**src/design/sync_src_pkg.sv**
```systemverilog
package sync_src_pkg;

  // ==========================================================
  // Sources and carriers
  typedef enum logic [1:0] {
    SRC_WORD_CLOCK,
    SRC_OPTICAL_MC,
    SRC_OPTICAL_SYNC,
    SRC_SPDIF
  } src_e;

  localparam int NUM_SRC = 4;
  localparam int RATE_W = 17;

  typedef struct packed {
    logic locked;
    logic synced;
    logic [RATE_W-1:0] rate_hz;
  } src_stat_s;

  typedef struct packed {
    logic auto_mode;
    src_e pref;
    logic [RATE_W-1:0] sys_rate_hz;
  } cfg_s;

  // ==========================================================
  // Per-input report codes
  localparam logic [1:0] ST_NO_LOCK = 2'h0;
  localparam logic [1:0] ST_LOCK = 2'h1;
  localparam logic [1:0] ST_SYNC = 2'h2;

  // ==========================================================
  // Rates in Hz and channel counts
  localparam logic [RATE_W-1:0] RATE_MIN_HZ = 17'd28000;
  localparam logic [RATE_W-1:0] RATE_MAX_HZ = 17'd103000;
  localparam logic [RATE_W-1:0] WCLK_MAX_HZ = 17'd105000;
  localparam logic [RATE_W-1:0] DOUBLE_MIN_HZ = 17'd88200;
  localparam logic [RATE_W-1:0] RATE_TOL_HZ = 17'd500;
  localparam logic [RATE_W-1:0] SYS_RATE_RST = 17'd48000;
  localparam logic [3:0] CHANS_SINGLE = 4'h8;
  localparam logic [3:0] CHANS_MUX = 4'h4;

  // ==========================================================
  // Register map (byte addresses) and fields
  localparam logic [7:0] OFS_CTRL = 8'h00;
  localparam logic [7:0] OFS_RATE = 8'h04;
  localparam logic [7:0] OFS_STATUS = 8'h08;
  localparam logic [7:0] OFS_ACTIVE = 8'h0c;
  localparam int CTRL_AUTO_BIT = 0;
  localparam int CTRL_PREF_LSB = 1;
  localparam int ACT_SLAVE_BIT = 2;
  localparam int ACT_MUX_BIT = 3;
  localparam int ACT_CHANS_LSB = 4;
  localparam int ACT_RATE_LSB = 8;
  localparam logic CTRL_AUTO_RST = 1'b1;

endpackage

```
**src/design/sync_pick.sv**
```systemverilog
`timescale 1ns/1ps
module sync_pick
  import sync_src_pkg::*;
(
  input wire logic [NUM_SRC-1:0] valid_i,
  input wire src_e pref_i,
  output src_e pick_o,
  output logic any_o
);

  // ==========================================================
  // Scan from the preferred input onward, first valid one wins
  always_comb begin
    logic [1:0] idx;
    idx = 2'h0;
    pick_o = pref_i;
    any_o = 1'b0;
    for (int k = NUM_SRC - 1; k >= 0; k--) begin
      idx = 2'(pref_i + 2'(k));
      if (valid_i[idx]) begin
        pick_o = src_e'(idx);
        any_o = 1'b1;
      end
    end
  end

endmodule

```
**src/design/sync_source_selector.sv**
```systemverilog
// Design decisions made here: the placing of the registers and the AHB-Lite slave port.
`timescale 1ns/1ps
module sync_source_selector
  import sync_src_pkg::*;
(
  input wire logic clk_i,
  input wire logic srst_i,
  input wire logic hsel_i,
  input wire logic [31:0] haddr_i,
  input wire logic [1:0] htrans_i,
  input wire logic hwrite_i,
  input wire logic [2:0] hsize_i,
  input wire logic [31:0] hwdata_i,
  input wire logic hready_i,
  output logic [31:0] hrdata_o,
  output logic hreadyout_o,
  output logic hresp_o,
  input wire logic [NUM_SRC-1:0] lock_pin_i,
  input wire logic [NUM_SRC-1:0] sync_pin_i,
  input wire logic [NUM_SRC*RATE_W-1:0] rate_hz_i,
  input wire logic [2:0] map_audio_ch_i,
  output logic [3:0] map_link_first_o,
  output logic [1:0] ref_src_o,
  output logic use_recovered_o,
  output logic sample_mux_o
);

  // ==========================================================
  // Pin synchronisers
  logic [NUM_SRC-1:0] lock_m_q, lock_s_q, sync_m_q, sync_s_q;
  logic [NUM_SRC-1:0] lock_m_d, lock_s_d, sync_m_d, sync_s_d;

  always_comb begin
    lock_m_d = lock_pin_i;
    lock_s_d = lock_m_q;
    sync_m_d = sync_pin_i;
    sync_s_d = sync_m_q;
  end

  always_ff @(posedge clk_i) begin
    if (srst_i) begin
      lock_m_q <= '0;
      lock_s_q <= '0;
      sync_m_q <= '0;
      sync_s_q <= '0;
    end else begin
      lock_m_q <= lock_m_d;
      lock_s_q <= lock_s_d;
      sync_m_q <= sync_m_d;
      sync_s_q <= sync_s_d;
    end
  end

  // ==========================================================
  // Configuration and bus slave
  cfg_s cfg_q, cfg_d;
  logic wr_pend_q, wr_pend_d;
  logic [7:0] wr_addr_q, wr_addr_d;
  logic [31:0] rdata_q, rdata_d;
  logic [7:0] stat_q, stat_d;
  src_e sel_q, sel_d;
  logic slave_q, slave_d;
  logic mux_q, mux_d;
  logic [RATE_W-1:0] act_rate_q, act_rate_d;
  logic [3:0] map_q, map_d;
  logic addr_ok;
  logic [7:0] word_addr;

  assign word_addr = {haddr_i[7:2], 2'h0};
  assign addr_ok = hsel_i && htrans_i[1] && hready_i;

  function automatic logic [31:0] read_word(input logic [7:0] a, input cfg_s c, input logic [7:0] st,
                                            input src_e s, input logic sl, input logic mx,
                                            input logic [RATE_W-1:0] r);
    logic [31:0] w;
    w = 32'h0;
    unique case (a)
      OFS_CTRL: begin
        w[CTRL_AUTO_BIT] = c.auto_mode;
        w[CTRL_PREF_LSB +: 2] = c.pref;
      end
      OFS_RATE: w[RATE_W-1:0] = c.sys_rate_hz;
      OFS_STATUS: w[7:0] = st;
      OFS_ACTIVE: begin
        w[1:0] = s;
        w[ACT_SLAVE_BIT] = sl;
        w[ACT_MUX_BIT] = mx;
        w[ACT_CHANS_LSB +: 4] = mx ? CHANS_MUX : CHANS_SINGLE;
        w[ACT_RATE_LSB +: RATE_W] = r;
      end
      default: w = 32'h0;
    endcase
    return w;
  endfunction

  always_comb begin
    cfg_d = cfg_q;
    wr_pend_d = 1'b0;
    wr_addr_d = wr_addr_q;
    rdata_d = rdata_q;
    if (wr_pend_q) begin
      unique case (wr_addr_q)
        OFS_CTRL: begin
          cfg_d.auto_mode = hwdata_i[CTRL_AUTO_BIT];
          cfg_d.pref = src_e'(hwdata_i[CTRL_PREF_LSB +: 2]);
        end
        OFS_RATE: cfg_d.sys_rate_hz = hwdata_i[RATE_W-1:0];
        default: cfg_d = cfg_q;
      endcase
    end
    if (addr_ok) begin
      wr_pend_d = hwrite_i;
      wr_addr_d = word_addr;
      if (!hwrite_i) begin
        rdata_d = read_word(word_addr, cfg_q, stat_q, sel_q, slave_q, mux_q, act_rate_q);
      end
    end
  end

  always_ff @(posedge clk_i) begin
    if (srst_i) begin
      cfg_q <= '{auto_mode: CTRL_AUTO_RST, pref: SRC_WORD_CLOCK, sys_rate_hz: SYS_RATE_RST};
      wr_pend_q <= 1'b0;
      wr_addr_q <= 8'h0;
      rdata_q <= 32'h0;
    end else begin
      cfg_q <= cfg_d;
      wr_pend_q <= wr_pend_d;
      wr_addr_q <= wr_addr_d;
      rdata_q <= rdata_d;
    end
  end

  assign hrdata_o = rdata_q;
  assign hreadyout_o = 1'b1;
  assign hresp_o = 1'b0;

  // ==========================================================
  // Input qualification
  src_stat_s src[NUM_SRC];
  logic [NUM_SRC-1:0] valid;
  logic double_rate;
  logic mux_req;

  function automatic logic near(input logic [RATE_W-1:0] a, input logic [RATE_W-1:0] b);
    logic [RATE_W-1:0] d;
    d = (a > b) ? RATE_W'(a - b) : RATE_W'(b - a);
    return d <= RATE_TOL_HZ;
  endfunction

  assign double_rate = cfg_q.sys_rate_hz >= DOUBLE_MIN_HZ;
  assign mux_req = double_rate && (cfg_q.pref == SRC_OPTICAL_MC);

  always_comb begin
    logic [RATE_W-1:0] hi;
    logic [RATE_W-1:0] eff;
    hi = RATE_MAX_HZ;
    eff = '0;
    stat_d = '0;
    for (int i = 0; i < NUM_SRC; i++) begin
      src[i].locked = lock_s_q[i];
      src[i].synced = sync_s_q[i];
      src[i].rate_hz = rate_hz_i[i*RATE_W +: RATE_W];
      hi = (i == int'(SRC_WORD_CLOCK)) ? WCLK_MAX_HZ : RATE_MAX_HZ;
      // Multiplexed optical link runs at half the system rate
      eff = (mux_req && i == int'(SRC_OPTICAL_MC)) ? RATE_W'({src[i].rate_hz, 1'b0}) : src[i].rate_hz;
      valid[i] = src[i].locked && src[i].rate_hz >= RATE_MIN_HZ && src[i].rate_hz <= hi
                 && near(eff, cfg_q.sys_rate_hz);
      stat_d[2*i +: 2] = !src[i].locked ? ST_NO_LOCK : (src[i].synced ? ST_SYNC : ST_LOCK);
    end
  end

  // ==========================================================
  // Reference selection
  src_e pick;
  logic any_valid;

  sync_pick u_pick (
    .valid_i(valid),
    .pref_i(cfg_q.pref),
    .pick_o(pick),
    .any_o(any_valid)
  );

  always_comb begin
    // Re-evaluated every cycle, so a lock pin change reaches the selection three clocks later
    sel_d = any_valid ? pick : cfg_q.pref;
    slave_d = cfg_q.auto_mode && any_valid;
    act_rate_d = slave_d ? src[pick].rate_hz : cfg_q.sys_rate_hz;
    mux_d = mux_req;
    // Same map serves record and playback paths
    map_d = mux_q ? {map_audio_ch_i, 1'b0} : {1'b0, map_audio_ch_i};
  end

  always_ff @(posedge clk_i) begin
    if (srst_i) begin
      stat_q <= '0;
      sel_q <= SRC_WORD_CLOCK;
      slave_q <= 1'b0;
      mux_q <= 1'b0;
      act_rate_q <= '0;
      map_q <= '0;
    end else begin
      stat_q <= stat_d;
      sel_q <= sel_d;
      slave_q <= slave_d;
      mux_q <= mux_d;
      act_rate_q <= act_rate_d;
      map_q <= map_d;
    end
  end

  // Every input keeps receiving; only the clock reference is steered
  assign ref_src_o = sel_q;
  assign use_recovered_o = slave_q;
  assign sample_mux_o = mux_q;
  assign map_link_first_o = map_q;
endmodule

```
**config.mk**
```make
export PLATFORM = sky130hd
export DESIGN_NAME = sync_source_selector
export DESIGN_NICKNAME = d
export VERILOG_FILES = /design/src/design/sync_src_pkg.sv /design/src/design/sync_pick.sv /design/src/design/sync_source_selector.sv
export SDC_FILE = /design/constraint.sdc
export NUM_CORES = 1
export LEC_CHECK = 0
export ABC_AREA = 0
export BUFFER_PORTS_ARGS = -buffer_cell sky130_fd_sc_hd__buf_4
export CAP_MARGIN = 20
export CORE_MARGIN = 4
export CORE_UTILIZATION = 40
export CTS_CLUSTER_SIZE = 16
export DETAILED_ROUTE_END_ITERATION = 6
export PLACE_DENSITY = 0.58
export SETUP_SLACK_MARGIN = 0.02
export SYNTH_ARGS = -nofsm -noshare
export SYNTH_HDL_FRONTEND = slang
export SYNTH_SLANG_ARGS = --single-unit
export TNS_END_PERCENT = 100
```
**constraint.sdc**
```tcl
create_clock -name clk_i -period 13 [get_ports clk_i]
set_clock_uncertainty 0.05 [all_clocks]
set_input_delay 1.95 -clock clk_i [delete_from_list [all_inputs] [get_ports clk_i]]
set_output_delay 1.95 -clock clk_i [all_outputs]
set_load 0.05 [all_outputs]
```
==> metrics.yaml <==
cp_top_family: "compound AO/OA/AOI/OAI gates"
drcViolationCount: 0
yosysMostFrequentCell: "a21oi_1"
critPathLaunchType: "flop"
die_h_um: 183
tightest_slew_ns: 1.08
routed_wl_um: 46000
final_area_um2: 13800
fin_tns_setup_ns: 0
p_total_mw: 0.875
ys_warn_count: 0
outcome: "finished, final reports clean"
clock_path_buffers: 2
final-hold-violation-count: 0
placed_area_um2: 13400
wl_per_cell_um: 22.2
ir_drop_uv: 66.3
vias: 12700
grt_pass1_vias: 11500
cpPeakStageDelay_ns: 0.83
regArea_um2: 2020
io_pins: 195
gr-total-overflow: 0
cp-end-kind: "flop"
clkTransAtPathRegs_ns: 0.07
p_leak_nw: 6.06
slew_violations: 0
cts-buffers-inserted: 9
ctsResizeCount: 0
worstPathCellList: "o41ai_1, a211oi_1, o21ai_0, a21oi_2, mux2_2, ha_1, a21oi_1, o21ai_1, o21ai_0, o31ai_2, and2_4, mux2_2, a2111oi_2, nand4_1, nand2_1, o21ai_1, a211oi_1, o21ai_4, buf_4, mux2i_1, mux2i_1, a22o_1"
grt_max_degree: 86
yosysTopAreaCell: "dfxtp_1"
hp-class: "reg2reg"
tritoncts: "done"
synth_edf_count: 0
clk-insertion-delay-late_ns: 0.35
drive_gt1_frac: 0.134
powerDensity_nw_per_um2: 63.6
synth_top_area_frac: 0.165
required_ns: 13.18
globalRouteTotalUtil: 0.259
synth.cell_area_um2: 12300
post-cts-setup-buffers: 0
seq_area_frac_synth: 0.165
ys_top_cells_by_count: "a21oi_1, ha_1, nor2_1, inv_1, dfxtp_1"
finalCritPeriodShare: 0.609
ys_types: 97
critPathMaxFanout: 29
avgViaCountPerCell: 6.11
multi_input_area_um2: 9330
core-area_um2: 30000
drtAntennaViolNets: 0
rsz0062_at_grt: "no"
cts_max_level: 3
hold_buffers: 0
worstPathArrival_ns: 8.11
period_needed_ns: 7.92
num-fill-cells: 3125
globalplace.congestion: 0.970
drt-initial-drc-count: 1328
ys_ff_latch: 101
syn_area_per_cell_um2: 7.67
maxCapViolCount: 0
port_buffers: 140
cts_root_buffer: "clkbuf_16"
syn_to_final_growth_pct: 12.1
synth_cells: 1599
setup_viol: 0
dieArea_um2: 33500
max_slew_margin: 0.281
initial_utilization: 0.410
async_reset_ff_frac: 0
die_x_um: 183
antenna_found_initial: 0
ys_top_cells_by_area: "dfxtp_1, ha_1, mux2i_1"
fmax_ghz: 0.126
critPathBufInv: 1
fin_util: 0.459
clock_sinks: 101
dr.pass1.iters: 5
path_class: "reg2reg"
synth_flop_cell: "dfxtp_1"
grt_pass1_wl_um: 67900
dp_hpwl_um: 36300
fp-row-count: 63
crit_slowest_cell: "dfxtp_1"
fin_nets: 1965
registers in the layout, summed over array words and instances (netlist names):
register and count:
hrdata_o 25, cfg_q 20, act_rate_q 17, stat_q 8, wr_addr_q 6, lock_m_q 4, lock_s_q 4, map_link_first_o 4
sync_m_q 4, sync_s_q 4, ref_src_o 2, sample_mux_o 1, use_recovered_o 1, wr_pend_q 1
layout make-up:
cell class / instances / area share
Clock inverter: 5 / 0.00436
Tap cell: 390 / 0.0355
Timing Repair Buffer: 154 / 0.0844
Antenna cell: 1 / 0.000182
Clock buffer: 11 / 0.0176
Multi-Input combinational cell: 1292 / 0.678
Sequential cell: 101 / 0.147
Inverter: 121 / 0.0330
logic make-up (layout without fill, tap and decap cells):
kind of cell | Yosys count | in the layout | share of synthesized area
buffers and inverters | 213 | 291 | 0.0784
AND/OR/NAND/NOR | 462 | 462 | 0.194
multiplexers | 105 | 105 | 0.0910
adder cells (fa/ha/maj) | 133 | 133 | 0.136
flip-flops | 101 | 101 | 0.165
AO/OA/AOI/OAI | 534 | 534 | 0.301
other | 2 | 10 | 0.000612
XOR/XNOR | 49 | 49 | 0.0350
path summary, 6_finish.rpt:
| kind | startpoint | end | slack (ns) | cells past startpoint |
|---|---|---|---|---|
| setup / recovery | cfg_q[6]$_SDFFE_PP0P_ | act_rate_q[3]$_SDFF_PP0_ | 5.08 | 22 |
| hold / removal | sync_s_q[0]$_SDFF_PP0_ | stat_q[0]$_SDFF_PP0_ | 0.36 | 1 |
| setup reg to reg | cfg_q[6]$_SDFFE_PP0P_ | act_rate_q[3]$_SDFF_PP0_ | 5.08 | 22 |
| hold reg to reg | sync_s_q[0]$_SDFF_PP0_ | stat_q[0]$_SDFF_PP0_ | 0.36 | 1 |
placed cells by master (no fill, tap or decap), types with 11 or more instances in the layout:
cell type  synthesis  final
a21oi_1          134    133
a21o_1            43     43
a211o_1           14     14
a22o_1            22     22
o21bai_1          12     12
mux2i_1           82     82
and2_1            20     20
inv_1            121    121
buf_4             12    152
o21ai_1           22     21
nor4_1            11     11
a221oi_1          16     16
ha_1             133    133
dfxtp_1          101    101
nor2b_1           35     35
o21a_1            12     12
nand3_1           40     40
a31oi_1           21     21
nand4_1           30     30
nor3_1            28     28
nand2_1           92     92
o21ai_0           72     72
xnor2_1           27     27
a22oi_1           22     22
o211ai_1          21     21
mux2_2            19     19
nor2_1           124    124
a211oi_1          20     20
xor2_1            22     22
nand2b_1          13     13
through the flow:
| stage | setup WS (ns) | cells | hold slack, ns |
|---|---|---|---|
| after detailed placement | 5.29 | 2056 | 0.358 |
| after global placement | 5.35 | 2056 | 0.352 |
| after global routing | 4.75 | 2074 | 0.386 |
| after CTS | 5.27 | 2072 | 0.367 |
| after floorplan | 7.12 | 1606 | 0.340 |
| final | 5.08 | 2075 | 0.364 |
metal layers:
metal | vias to the layer above | wire, µm | global-route usage
met5 | - | 0 | 0
met4 | 0 | 1970 | 0.0971
met3 | 83 | 2570 | 0.0294
met2 | 492 | 20300 | 0.401
met1 | 6052 | 21200 | 0.370
li1 | 6051 | - | -
report_power, final:
group	internal (mW)	switching, mW
Sequential	0.316	0.00350
Combinational	0.112	0.173
Clock	0.155	0.116
Total	0.582	0.293
Note: power is estimated with default switching activity, not from simulation.
